===== src/rtl/sbst_regs.vh =====
`ifndef SBST_REGS_VH
`define SBST_REGS_VH

// ----------------------------------------------------------------
// tap state bit positions (one-hot vector)
// ----------------------------------------------------------------
`define SBST_S_TLR   0
`define SBST_S_RTI   1
`define SBST_S_SELDR 2
`define SBST_S_CAPDR 3
`define SBST_S_SHDR  4
`define SBST_S_EX1DR 5
`define SBST_S_PSDR  6
`define SBST_S_EX2DR 7
`define SBST_S_UPDR  8
`define SBST_S_SELIR 9
`define SBST_S_CAPIR 10
`define SBST_S_SHIR  11
`define SBST_S_EX1IR 12
`define SBST_S_PSIR  13
`define SBST_S_EX2IR 14
`define SBST_S_UPIR  15
`define SBST_NSTATES 16

// ----------------------------------------------------------------
// instruction register
// ----------------------------------------------------------------
`define SBST_IR_W       3
`define SBST_IR_EXTEST  3'h0
`define SBST_IR_IDCODE  3'h1
`define SBST_IR_SAMPLEZ 3'h2
`define SBST_IR_PRELOAD 3'h4
`define SBST_IR_BYPASS  3'h7
`define SBST_IR_CAPTURE 3'h1

// ----------------------------------------------------------------
// data registers
// ----------------------------------------------------------------
`define SBST_BSR_LEN    89
`define SBST_BSR_TRI    88
`define SBST_ID_W       32
`define SBST_ID_REV     3'h0
`define SBST_ID_DEPTH   5'h0B
`define SBST_ID_ARCH    6'h01
`define SBST_ID_WIDTH   6'h27
// maker code value is arbitrary
`define SBST_ID_MAKER   11'h2A5
`define SBST_ID_PRESENT 1'h1
`define SBST_SYNC_W     3

`endif


===== src/rtl/sbst_sync.v =====
`timescale 1ns/10ps
module sbst_sync #(
  parameter WIDTH = 1
) (
  // clock and reset
  input  wire             i_clock,
  input  wire             i_sys_rst,
  // asynchronous input and its synchronised copy
  input  wire [WIDTH-1:0] i_async,
  output reg  [WIDTH-1:0] o_sync
);

  reg [WIDTH-1:0] meta_q;

  // first stage feeds only the second stage
  always @(posedge i_clock) begin
    if (i_sys_rst) begin
      meta_q <= {WIDTH{1'b0}};
      o_sync <= {WIDTH{1'b0}};
    end else begin
      meta_q <= i_async;
      o_sync <= meta_q;
    end
  end

endmodule


===== src/rtl/sbst_tap.v =====
`timescale 1ns/10ps
`include "sbst_regs.vh"
// Notes on behaviour
// - inputs on tck rise, outputs on fall, except the cell 89 preset and the ir return to idcode on entering test-logic-reset
// - tms steers state machine each rise
// - tdi enters msb, tdo shows lsb
// - tdo driven only in shift states
// - five tms-high rises reset the tap
// - power-up resets tap, tdo high-z
// - instruction selects exactly one register
// - three-bit ir, idcode after reset
// - capture-ir loads 01 into low bits
// - one-bit bypass captures zero
// - boundary register captures io ring
// - boundary register is 89 cells
// - id register captures fixed 32-bit code
// - decode extest idcode samplez preload codes
// - instruction becomes current at update-ir
// - samplez selects boundary, bus high-z
// - preload snapshots pins at capture-dr
// - update-dr latches shifted pattern
// - extest drives latched pattern out
// - cell 89 latch gates output bus
// - tristate latch preset high in reset
// - id code field layout
module sbst_tap (
  // clock and reset
  input  wire                     i_clock,
  input  wire                     i_sys_rst,
  // tap pins
  input  wire                     i_tck,
  input  wire                     i_tms,
  input  wire                     i_tdi,
  output reg                      o_tdo,
  output reg                      o_tdo_oe,
  // io ring
  input  wire [`SBST_BSR_LEN-1:0] i_ring,
  output reg  [`SBST_BSR_LEN-1:0] o_bsr_latch,
  output reg                      o_extest,
  output reg                      o_bus_hiz
);

  // ----------------------------------------------------------------
  // synchronisers and tck edge detection
  // ----------------------------------------------------------------
  wire [`SBST_SYNC_W-1:0]  pins_s;
  wire [`SBST_BSR_LEN-1:0] ring_s;
  wire                     tck_s;
  wire                     tms_s;
  wire                     tdi_s;
  reg                      tck_prev_q;
  wire                     rise;
  wire                     fall;

  sbst_sync #(.WIDTH(`SBST_SYNC_W)) u_pin_sync (
    .i_clock   (i_clock),
    .i_sys_rst (i_sys_rst),
    .i_async   ({i_tck, i_tms, i_tdi}),
    .o_sync    (pins_s)
  );

  // ring values are sampled, a moving memory clock cell may read either level
  sbst_sync #(.WIDTH(`SBST_BSR_LEN)) u_ring_sync (
    .i_clock   (i_clock),
    .i_sys_rst (i_sys_rst),
    .i_async   (i_ring),
    .o_sync    (ring_s)
  );

  assign tck_s = pins_s[2];
  assign tms_s = pins_s[1];
  assign tdi_s = pins_s[0];
  assign rise  = tck_s & ~tck_prev_q;
  assign fall  = ~tck_s & tck_prev_q;

  always @(posedge i_clock) begin
    if (i_sys_rst) begin
      tck_prev_q <= 1'b0;
    end else begin
      tck_prev_q <= tck_s;
    end
  end

  // ----------------------------------------------------------------
  // tap state machine
  // ----------------------------------------------------------------
  wire [`SBST_NSTATES-1:0] st;

  sbst_tap_fsm u_fsm (
    .i_clock   (i_clock),
    .i_sys_rst (i_sys_rst),
    .i_step    (rise),
    .i_tms     (tms_s),
    .o_state   (st)
  );

  // ----------------------------------------------------------------
  // instruction decode
  // ----------------------------------------------------------------
  reg  [`SBST_IR_W-1:0] ir_q;
  reg  [`SBST_IR_W-1:0] ir_sh_q;
  wire                  is_extest;
  wire                  is_samplez;
  wire                  sel_bsr;
  wire                  sel_id;
  wire                  sel_byp;

  assign is_extest  = (ir_q == `SBST_IR_EXTEST);
  assign is_samplez = (ir_q == `SBST_IR_SAMPLEZ);
  assign sel_bsr    = is_extest | is_samplez |
                      (ir_q == `SBST_IR_PRELOAD);
  assign sel_id     = (ir_q == `SBST_IR_IDCODE);
  // anything else, reserved codes included, keeps the chain one bit long
  assign sel_byp    = ~sel_bsr & ~sel_id;

  // ----------------------------------------------------------------
  // data registers
  // ----------------------------------------------------------------
  wire [`SBST_ID_W-1:0]    id_code;
  reg  [`SBST_ID_W-1:0]    id_sh_q;
  reg  [`SBST_BSR_LEN-1:0] bsr_sh_q;
  reg                      byp_q;
  reg                      tdo_bit;

  assign id_code = {`SBST_ID_REV, `SBST_ID_DEPTH, `SBST_ID_ARCH,
                    `SBST_ID_WIDTH, `SBST_ID_MAKER, `SBST_ID_PRESENT};

  always @* begin
    tdo_bit = byp_q;
    if (st[`SBST_S_SHIR]) begin
      tdo_bit = ir_sh_q[0];
    end else if (sel_bsr) begin
      tdo_bit = bsr_sh_q[0];
    end else if (sel_id) begin
      tdo_bit = id_sh_q[0];
    end
  end

  // ----------------------------------------------------------------
  // rising tck: capture and shift; falling tck: update and tdo
  // ----------------------------------------------------------------
  always @(posedge i_clock) begin
    if (i_sys_rst) begin
      ir_q        <= `SBST_IR_IDCODE;
      ir_sh_q     <= `SBST_IR_CAPTURE;
      id_sh_q     <= {`SBST_ID_W{1'b0}};
      bsr_sh_q    <= {`SBST_BSR_LEN{1'b0}};
      byp_q       <= 1'b0;
      o_bsr_latch <= {{(`SBST_BSR_LEN-1){1'b0}}, 1'b1} << `SBST_BSR_TRI;
      o_tdo       <= 1'b0;
      o_tdo_oe    <= 1'b0;
    end else begin
      if (st[`SBST_S_TLR]) begin
        ir_q <= `SBST_IR_IDCODE;
        o_bsr_latch[`SBST_BSR_TRI] <= 1'b1;
      end
      if (rise) begin
        if (st[`SBST_S_CAPIR]) begin
          ir_sh_q <= `SBST_IR_CAPTURE;
        end
        if (st[`SBST_S_SHIR]) begin
          ir_sh_q <= {tdi_s, ir_sh_q[`SBST_IR_W-1:1]};
        end
        if (st[`SBST_S_CAPDR]) begin
          if (sel_bsr) begin
            bsr_sh_q <= ring_s;
          end
          if (sel_id) begin
            id_sh_q <= id_code;
          end
          if (sel_byp) begin
            byp_q <= 1'b0;
          end
        end
        if (st[`SBST_S_SHDR]) begin
          if (sel_bsr) begin
            bsr_sh_q <= {tdi_s, bsr_sh_q[`SBST_BSR_LEN-1:1]};
          end
          if (sel_id) begin
            id_sh_q <= {tdi_s, id_sh_q[`SBST_ID_W-1:1]};
          end
          if (sel_byp) begin
            byp_q <= tdi_s;
          end
        end
      end
      if (fall) begin
        if (st[`SBST_S_UPIR]) begin
          ir_q <= ir_sh_q;
        end
        // latch takes both pattern and tristate cell in one pass
        if (st[`SBST_S_UPDR] && sel_bsr) begin
          o_bsr_latch <= bsr_sh_q;
        end
        o_tdo    <= tdo_bit;
        o_tdo_oe <= st[`SBST_S_SHDR] | st[`SBST_S_SHIR];
      end
    end
  end

  // ----------------------------------------------------------------
  // output bus control, one clock behind the instruction
  // ----------------------------------------------------------------
  always @(posedge i_clock) begin
    if (i_sys_rst) begin
      o_extest  <= 1'b0;
      o_bus_hiz <= 1'b0;
    end else begin
      o_extest  <= is_extest;
      o_bus_hiz <= is_samplez |
                   (is_extest & ~o_bsr_latch[`SBST_BSR_TRI]);
    end
  end

endmodule


===== src/rtl/sbst_tap_fsm.v =====
`timescale 1ns/10ps
`include "sbst_regs.vh"
module sbst_tap_fsm (
  // clock and reset
  input  wire                     i_clock,
  input  wire                     i_sys_rst,
  // rising tck event and sampled tms
  input  wire                     i_step,
  input  wire                     i_tms,
  // one-hot state
  output reg  [`SBST_NSTATES-1:0] o_state
);

  localparam [15:0] S_TLR   = 16'h0001;
  localparam [15:0] S_RTI   = 16'h0002;
  localparam [15:0] S_SELDR = 16'h0004;
  localparam [15:0] S_CAPDR = 16'h0008;
  localparam [15:0] S_SHDR  = 16'h0010;
  localparam [15:0] S_EX1DR = 16'h0020;
  localparam [15:0] S_PSDR  = 16'h0040;
  localparam [15:0] S_EX2DR = 16'h0080;
  localparam [15:0] S_UPDR  = 16'h0100;
  localparam [15:0] S_SELIR = 16'h0200;
  localparam [15:0] S_CAPIR = 16'h0400;
  localparam [15:0] S_SHIR  = 16'h0800;
  localparam [15:0] S_EX1IR = 16'h1000;
  localparam [15:0] S_PSIR  = 16'h2000;
  localparam [15:0] S_EX2IR = 16'h4000;
  localparam [15:0] S_UPIR  = 16'h8000;

  reg [15:0] state_d;

  // ----------------------------------------------------------------
  // next state, five tms-high steps reach reset from anywhere
  // ----------------------------------------------------------------
  always @* begin
    state_d = S_TLR;
    case (o_state)
      S_TLR:   state_d = i_tms ? S_TLR   : S_RTI;
      S_RTI:   state_d = i_tms ? S_SELDR : S_RTI;
      S_SELDR: state_d = i_tms ? S_SELIR : S_CAPDR;
      S_CAPDR: state_d = i_tms ? S_EX1DR : S_SHDR;
      S_SHDR:  state_d = i_tms ? S_EX1DR : S_SHDR;
      S_EX1DR: state_d = i_tms ? S_UPDR  : S_PSDR;
      S_PSDR:  state_d = i_tms ? S_EX2DR : S_PSDR;
      S_EX2DR: state_d = i_tms ? S_UPDR  : S_SHDR;
      S_UPDR:  state_d = i_tms ? S_SELDR : S_RTI;
      S_SELIR: state_d = i_tms ? S_TLR   : S_CAPIR;
      S_CAPIR: state_d = i_tms ? S_EX1IR : S_SHIR;
      S_SHIR:  state_d = i_tms ? S_EX1IR : S_SHIR;
      S_EX1IR: state_d = i_tms ? S_UPIR  : S_PSIR;
      S_PSIR:  state_d = i_tms ? S_EX2IR : S_PSIR;
      S_EX2IR: state_d = i_tms ? S_UPIR  : S_SHIR;
      S_UPIR:  state_d = i_tms ? S_SELDR : S_RTI;
      default: state_d = S_TLR;
    endcase
  end

  // moves only on a rising tck
  always @(posedge i_clock) begin
    if (i_sys_rst) begin
      o_state <= S_TLR;
    end else if (i_step) begin
      o_state <= state_d;
    end
  end

endmodule


===== config.mk =====
export PLATFORM = sky130hd
export DESIGN_NAME = sbst_tap
export DESIGN_NICKNAME = d
export VERILOG_FILES = /design/src/rtl/sbst_sync.v /design/src/rtl/sbst_tap.v /design/src/rtl/sbst_tap_fsm.v
export VERILOG_INCLUDE_DIRS = /design/src /design/src/rtl
export SDC_FILE = /design/constraint.sdc
export NUM_CORES = 1
export LEC_CHECK = 0
export ABC_CLOCK_PERIOD_IN_PS = 2100
export BUFFER_PORTS_ARGS = -buffer_cell sky130_fd_sc_hd__buf_2
export CAP_MARGIN = 15
export CELL_PAD_IN_SITES_DETAIL_PLACEMENT = 1
export CELL_PAD_IN_SITES_GLOBAL_PLACEMENT = 1
export CORE_MARGIN = 1
export CORE_UTILIZATION = 25
export CTS_CLUSTER_DIAMETER = 80
export CTS_CLUSTER_SIZE = 24
export DETAILED_ROUTE_END_ITERATION = 8
export PLACE_DENSITY_LB_ADDON = 0.15
export SLEW_MARGIN = 25
export SYNTH_ARGS = -nofsm -noshare
export SYNTH_HDL_FRONTEND = slang
export SYNTH_HIERARCHICAL = 1
export SYNTH_SLANG_ARGS = --single-unit

===== constraint.sdc =====
create_clock -name i_clock -period 2.1 [get_ports i_clock]
set_input_delay 0.525 -clock i_clock [delete_from_list [all_inputs] [get_ports i_clock]]
set_output_delay 0.525 -clock i_clock [all_outputs]
set_load 0.01 [all_outputs]

* Yosys cells after proc, flatten, opt, wreduce, memory -nomap -nowiden
Index checks and enable logic that the tools add are counted.
** Storage, ports and cells
- Bits in registers :: 422
- Latch bits :: 0
- Memory bits (writable) :: 0
- Bits in read-only memories :: 0
- Bits of input ports :: 94
- Output and inout bits :: 93
- Word-level logic and storage cells :: 93
- Memories kept :: 0
** Operators by class
- Add/sub/neg operators :: 0
- Multipliers :: 0
- Divide/modulo/power cells :: 0
- Order comparisons :: 0
- Equal/unequal tests :: 19
- Shift-type cells :: 0
- Mux-type cells :: 36
- Bitwise gates (word level) :: 13
- Reduce and logical (&&, ||, !) cells :: 8
** Operators by type and width (number)
- 2-to-1 mux 89 bit :: 6
- one-hot mux 16 bit (12 select lines) :: 1
- 2-to-1 mux 32 bit :: 4
- 2-to-1 mux 16 bit :: 2
- 2-to-1 mux 3 bit :: 6
- 2-to-1 mux 9 bit :: 2
- == test 16 x 1 -> 1 bit (second input constant) :: 1
- == test 16 x 10 -> 1 bit (second input constant) :: 1
- == test 16 x 11 -> 1 bit (second input constant) :: 1
- == test 16 x 12 -> 1 bit (second input constant) :: 1
- == test 16 x 13 -> 1 bit (second input constant) :: 1
- == test 16 x 14 -> 1 bit (second input constant) :: 1
- == test 16 x 15 -> 1 bit (second input constant) :: 1
- == test 16 bit (second input constant) :: 1
- == test 16 x 2 -> 1 bit (second input constant) :: 1
- == test 16 x 3 -> 1 bit (second input constant) :: 1
- == test 16 x 4 -> 1 bit (second input constant) :: 1
- == test 16 x 5 -> 1 bit (second input constant) :: 1
- == test 16 x 6 -> 1 bit (second input constant) :: 1
- == test 16 x 7 -> 1 bit (second input constant) :: 1
- == test 16 x 8 -> 1 bit (second input constant) :: 1
- == test 16 x 9 -> 1 bit (second input constant) :: 1
- 2-to-1 mux 15 bit :: 1
- 2-to-1 mux 13 bit :: 1
- 18 further kinds :: 37

* Logic depth before layout (Yosys ltp)
Gate-level depths: netlist of run 1.
- Depth in word-level cells :: 9
- Depth in mapped cells :: 8
- Mapped depth without buffers :: 6

* By module
The synthesis of run 1 kept the hierarchy.
** By module, submodules not included
- sbst_tap :: instances 1, cells an instance 955, area each 7971.4 µm², seq. area each 4444.3 µm²
- sbst_sync at u_ring_sync :: instances 1, cells an instance 375, area each 4774.6 µm², seq. area each 3563.4 µm²
- sbst_tap_fsm :: instances 1, cells an instance 140, area each 1087.3 µm², seq. area each 320.3 µm²
- sbst_sync at u_pin_sync :: instances 1, cells an instance 12, area each 157.7 µm², seq. area each 120.1 µm²

* Least setup slack after synthesis of run 1
OpenSTA, ideal clock, no wires.
- Path kind :: register to register
- Start point :: register u_pin_sync.o_sync[2]
- End point :: register u_fsm.o_state[11]
- Setup time :: 70 ps
- Arrival :: 1667 ps
- Data required time :: 2030 ps
- Path slack :: 364 ps
- Cell stages (with the launch flop) :: 9
- Path buffers :: 2
- Clock period less this slack :: 1736 ps
- Cell sequence :: dfxtp_1 > nor2b_1 > buf_2 > buf_2 > clkinv_1 > o32a_1 > nor2_1 > nand3_1 > a21oi_1
** Between the ends
- Word-level cells in the longest chain between the ends :: 1
** RTL lines
- from (decl) :: RTL line sbst_sync.v:10 : output reg [WIDTH-1:0] o_sync
- from (signal assigned) :: RTL line sbst_sync.v:19 : o_sync <= {WIDTH{1'b0}};
- from (signal assigned) :: RTL line sbst_sync.v:22 : o_sync <= meta_q;
- bitwise AND 1 bit :: RTL line sbst_tap.v:73 : assign rise = tck_s & ~tck_prev_q;
- via rise :: RTL line sbst_tap.v:52 : wire rise;
- to (signal assigned) :: RTL line sbst_tap_fsm.v:64 : o_state <= state_d;
- to (decl) :: RTL line sbst_tap_fsm.v:11 : output reg [`SBST_NSTATES-1:0] o_state
The timed path passes the listed nets, and every way through them passes these cells.
A chain may end at the register's enable or synchronous reset.

* Worst setup path after layout of run 1
- Start point :: register u_fsm.o_state[4]
- End point :: register u_fsm.o_state[13]
** Between the ends
- Word-level cells in the longest chain between the ends :: 3
- Elaborated cells between the ends (all ways) :: 20
- Those cells by class :: eq/ne (16); mux (1); reduce/logical (3)
** RTL lines
- == test 16 x 2 -> 1 bit, or another cell as far along :: RTL line sbst_tap_fsm.v:38 : case (o_state)
- OR reduction 3 bit (no line) or OR reduction 2 bit (tied branches)
- one-hot mux 16 bit (12 select lines) (*) :: RTL line sbst_tap_fsm.v:38
Every way passes the cells marked *; elsewhere a longest branch is shown, timed or not.

==> results.md, run 1 <==
- Worst-Margin Slew: 820 ps
- Slew headroom: between 40% and 50%
- Initial DRC count: 440
- Most common cell in the netlist: dfxtp_1
- Register area: 8450 um2
- Grt total ovfl: 0
- Post-synth EDFFs: 0
- Initial antenna violation count: 4
- R2R Setup Slk: between 200 and 250 ps
- Arr. time, crit path: roughly 2400 ps
- Syn Inst Count: 1482
- Placer congestion estimate: about 0.80
- I/O pins: between 150 and 200
- Post-synthesis sequential area ratio: 60.4%
- Largest net degree at the start of global routing: between 80 and 90
- CTS tree: yes
- Max Slew Vio Count: 0
- First-pass iteration count of the detailed router: 4
- Starting Density: between 20% and 30%
- H-tree depth: 1
- Area growth syn-to-layout: 19.9%
- Final period utilization: about nine tenths
- Worst vdd ir: 419 uV
- Clock transition at the registers of the reported paths: roughly 90 ps
- RSZ-0062 raised after global routing: no
- Max-Cap Viols: 0
- Clock Path Buffers: 3
- Count of final setup violators: 0
- Final worst path period need: roughly 1900 ps
- Area leader, netlist: dfxtp_1
- Post-DP HPWL: between 20000 and 25000 um
- FFs w/ async S/R, synth: 0%
- CTS root buffer: clkbuf_16
- CP Capture Type: flop
- Via count: between 10000 and 15000
- Final hold vios: 0
- Avg WL per Cell: approximately 15 um
- Top area cells in the synthesized netlist: dfxtp_1, nor2b_1, nand2_1
- DRC viols: 0
- CP Max Fanout: 6
- Syn avg cell area: 9.44 um2
- P_leak: 0.00643 uW
- Outcome: finished, final reports clean
- Critical Path Start Type: flop
- Post-CTS Setup Inserts: 0
- TNS Setup: 0 ps
- Vias in the first global route: 10700
- Std-Cell Rows: 86
- Height of the chip: 239 um
- Required time of the critical path: around 2600 ps
- Die width: about 240 um
- Post-Layout Cell Count: approximately 2400
- Critical path class: flop to flop
- Setup Skew: 17.4 ps
- First-pass GRT wire length: roughly 60000 um
- Multi-input logic area: between 5000 and 6000 um2
- Synth Register Bits: about 420
- DRT antenna net count: 0
- Net Count, Synth: 1576
- Layout cells sized above 1: roughly 18%
- Distinct cells, synth: 50
- Syn Std Cell Area: around 14000 um2
- Worst Hold Class: input pin to flop
- Worst slack, placed: roughly 210 ps
- Synth top cells by count: dfxtp_1, nand2_1, nor2b_1
- Final wirelength: around 37000 um
- CTS Buf Count: 29
- Full die area: 56900 um2
- Pwr dens: slightly below 900 nW/um2
- Tot GR Track Use: 13.0%
- CTS sink count: about 420
- Core box area: roughly 55000 um2
- Yosys top cell area share: between 60% and 70%
- Design area: 16800 um2
- Ys flop type: dfxtp_1
- Nets: 1716
- Synth Warn #: 6
- PortBufs: approximately 190
- Final worst slack: between 200 and 250 ps
- F_max: roughly 530 MHz
- Vias per Instance: approximately 4.3
- Skew-Pair Late Insertion Delay: about 600 ps
- Placed instance area: 15800 um2
- Placed instance count: 2339
- Power after layout: ~15000 uW
- Filler cell count: about 6400
metrics by stage:
stage	utilization (%)	hold slack, ps
final	30.4	132
after global routing	30.4	112
after CTS	30.4	91.6
after detailed placement	28.6	424
after global placement	28.6	418
after floorplan	-	414
per-layer routing:
metal,part of all wire (%),track usage [%],wire (um)
met5,0.046,0,17
met4,2.2,4.02,800
met3,3.7,1.94,1350
met2,46,21.2,17100
met1,48,17.6,17700
placed cells by master (no fill, tap or decap), drive strengths merged, types with 2 or more instances in the layout:
cell type / count
nand4: 6
nand4b: 3
o21ai: 10
and2: 2
nor3b: 2
buf: 223
diode: 3
or3: 3
o211a: 2
a32oi: 2
dfxtp: 422
o211ai: 2
nor2b: 189
xnor2: 5
nand2b: 2
clkbuf: 31
nand2: 193
nor2: 141
clkinvlp: 2
nor3: 102
a31oi: 3
a211oi: 2
o22ai: 102
inv: 19
a21oi: 105
nor4b: 2
nor4: 10
a22oi: 22
clkinv: 4
xor2: 3
nand3b: 5
and3: 3
nand3: 10
o21bai: 3
final timing paths:
path	startpoint	end	depth (start not counted)
setup / recovery	u_fsm/o_state[4]	u_fsm/o_state[13]	6
hold / removal	i_tms	u_pin_sync/meta_q[1]	2
setup reg to reg	u_fsm/o_state[4]	u_fsm/o_state[13]	6
hold reg to reg	u_ring_sync/meta_q[49]	u_ring_sync/o_sync[49]	1
final cells by class:
cell class                      count  area share, %
Tap cell                          748           5.58
Clock inverter                     21           1.31
Sequential cell                   422           50.4
Inverter                            4         0.0895
Antenna cell                        3         0.0448
Clock buffer                       31           4.37
Timing Repair Buffer              223           8.16
Multi-Input combinational cell    942           30.1
sequential cells by signal, indices dropped and copies added (netlist names), 3 cells and up:
signal,cells
u_ring_sync/o_sync,89
ir_sh_q,3
id_sh_q,32
u_pin_sync/meta_q,3
u_ring_sync/meta_q,89
o_bsr_latch,89
bsr_sh_q,89
u_fsm/o_state,16
u_pin_sync/o_sync,3
ir_q,3
power breakdown:
group | leakage (uW) | internal, uW | switching (uW)
combinational | 0.00252 | 198 | 229
sequential | 0.00344 | 8160 | 45.5
clock | 0.000466 | 2720 | 3210
repair_timing:
item | 4_1_cts | 5_1_grt
setup endpoints to repair | 0 | 2
gates resized for setup | 0 | 1
hold buffers | 0 | 0
kinds of logic (layout without fill, tap and decap cells):
group	after synthesis	after routing	synth area share (%)
AND/OR/NAND/NOR	674	674	23.9
flip-flops	422	422	60.4
AO/OA/AOI/OAI	259	259	11.1
buffers and inverters	118	279	3.96
XOR/XNOR	8	8	0.501
multiplexers	1	1	0.0805
other	0	3	0
worst max-delay path, cell delays in order (launching register included):
cell and delay, ps:
dfxtp_1 380, nor4_2 370, nor3b_4 350, nand2_2 120, nor4_4 270, nand4b_1 140, a31oi_1 180
Power figures use the tool's default switching activity.
==> inputs of run 2 (changes only) <==
ABC_CLOCK_PERIOD_IN_PS = 2200   (was 2100)
clock period = 2.2 ns   (was 2.1 ns; I/O delays follow)
==> results.md, run 2 (synthesis gave the netlist of run 1 again) <==
- Outcome: finished, final reports clean (unchanged)
- Area growth syn-to-layout: 19.0% (was 19.9%)
- Placer congestion estimate: 0.824 (was 0.798)
- Clock Path Buffers: 3 (unchanged)
- Skew-Pair Late Insertion Delay: 580 ps (was 600 ps)
- Delay-heaviest family, CP: simple AND/OR/NAND/NOR gates (unchanged)
- Post-CTS Hold Buffers: 0 (unchanged)
- Avg WL per Cell: 15.3 um (was 15.5 um)
- Post-CTS Setup Inserts: 0 (unchanged)
- First-pass iteration count of the detailed router: 4 (unchanged)
- CTS sink count: 422 (unchanged)
- I/O pins: 187 (unchanged)
- Layout cells sized above 1: 17.2% (was 17.7%)
- CP max stage delay: 440 ps (was 380 ps)
- Slew headroom: 44.6% (was 45.2%)
- Vias in the first global route: 10500 (was 10700)
- Final wirelength: 36400 um (was 37000 um)
- Initial antenna violation count: 2 (was 4)
- Final period utilization: 85.2% (was 89.8%)
- CP Capture Type: flop (unchanged)
- Max-Cap Viols: 0 (unchanged)
- Via count: 10300 (was 10400)
- TNS Setup: 0 ps (unchanged)
- Initial DRC count: 400 (was 440)
- Buf/Inv on CP: 1 (was 0)
- Nets: 1711 (was 1716)
- CP Max Fanout: 9 (was 6)
- Arr. time, crit path: 2320 ps (was 2400 ps)
- Height of the chip: 239 um (unchanged)
- Worst Hold Class: input pin to flop (unchanged)
- CTS resizes: 0 (unchanged)
- Grt total ovfl: 0 (unchanged)
- Count of final setup violators: 0 (unchanged)
- PortBufs: 186 (unchanged)
- P_leak: 0.00637 uW (was 0.00643 uW)
- Critical path class: flop to flop (unchanged)
- Vias per Instance: 4.31 (was 4.33)
- Setup Skew: 15.8 ps (was 17.4 ps)
- Required time of the critical path: 2650 ps (was 2610 ps)
- Most common cell after layout, fill and taps aside: dfxtp_1 (unchanged)
- First-pass GRT wire length: 58200 um (was 59600 um)
- Pwr dens: 818 nW/um2 (was 868 nW/um2)
- Most frequent cells in the layout: dfxtp_1, nand2_1, nor2b_1 (unchanged)
- Critical Path Start Type: flop (unchanged)
- Design area: 16700 um2 (was 16800 um2)
- Die width: 239 um (unchanged)
- Core box area: 55200 um2 (unchanged)
- Worst vdd ir: 562 uV (was 419 uV)
- Clock transition at the registers of the reported paths: 90 ps (about the same)
- CTS root buffer: clkbuf_16 (unchanged)
- Tot GR Track Use: 12.7% (was 13.0%)
- Worst-Margin Slew: 828 ps (was 820 ps)
- RSZ-0062 raised after global routing: no (unchanged)
- Cell Chain, Critical Path: nor4_4 > nand2_1 > nor4_1 > buf_4 > a31oi_1 > nand4b_1 > o211ai_1 (was nor4_2 > nor3b_4 > nand2_2 > nor4_4 > nand4b_1 > a31oi_1)
- Placed instance area: 15800 um2 (about the same)
- Final worst path period need: 1870 ps (was 1880 ps)
- DRT antenna net count: 0 (unchanged)
- CTS tree: yes (unchanged)
- DRC viols: 0 (unchanged)
- Final hold vios: 0 (unchanged)
- Post-DP HPWL: 24000 um (about the same)
- Slowest-stage cell, CP: dfxtp_1 (unchanged)
- Filler cell count: 6396 (was 6398)
- F_max: 534 MHz (was 531 MHz)
- Max Slew Vio Count: 0 (unchanged)
- Std-Cell Rows: 86 (unchanged)
- Full die area: 56900 um2 (unchanged)
- Starting Density: 25.3% (unchanged)
- Largest net degree at the start of global routing: 89 (unchanged)
- H-tree depth: 1 (unchanged)
- CTS Buf Count: 27 (was 29)
==> run 2: stage by stage <==
step                worst slack (ps)  total power [uW]  std cells  util (%)  hold slack [ps]
CTS                              350             13900       2384      30.2              141
global placement                 396              8430       2336      28.5              420
global route                     162             14200       2385      30.2              151
detailed placement               363              8430       2336      28.5              425
floorplan                        464              8240       1482         -              414
finish                           326             13600       2385      30.2              181
==> run 2: final timing paths <==
| kind | start | end | slack (ps) | cells past startpoint |
|---|---|---|---|---|
| setup / recovery | u_fsm/o_state[14] | u_fsm/o_state[0] | 330 | 7 |
| hold reg to reg | u_pin_sync/meta_q[2] | u_pin_sync/o_sync[2] | 440 | 1 |
| setup reg to reg | u_fsm/o_state[14] | u_fsm/o_state[0] | 330 | 7 |
| hold / removal | i_ring[43] | u_ring_sync/meta_q[43] | 180 | 2 |
==> run 2: metal layers <==
layer,vias to the layer above,share of wire (%),wire length (um),global-route usage [%]
met3,34,3.4,1240,1.74
met1,4859,50,18100,17.8
met2,142,45,16500,20.2
met4,0,1.6,588,3.50
met5,-,0,0,0
li1,5248,-,-,-
==> run 2: area by class of cell <==
class / instances / area, um2 / area share (%)
tap: 748 / 936 / 5.62
antenna: 1 / 2.50 / 0.0150
timing repair buffer: 220 / 1320 / 7.93
inverter: 4 / 15.0 / 0.0902
clock inverter: 16 / 193 / 1.16
multi-input combinational: 942 / 5030 / 30.2
sequential: 422 / 8450 / 50.7
clock buffer: 32 / 704 / 4.23
==> run 2: power breakdown <==
group | leakage, uW | internal, uW | total [uW] | switching (uW)
Sequential | 0.00344 | 7790 | 7830 | 43.2
Clock | 0.000435 | 2460 | 5380 | 2920
Combinational | 0.00250 | 183 | 404 | 220
Total | 0.00637 | 10400 | 13600 | 3190
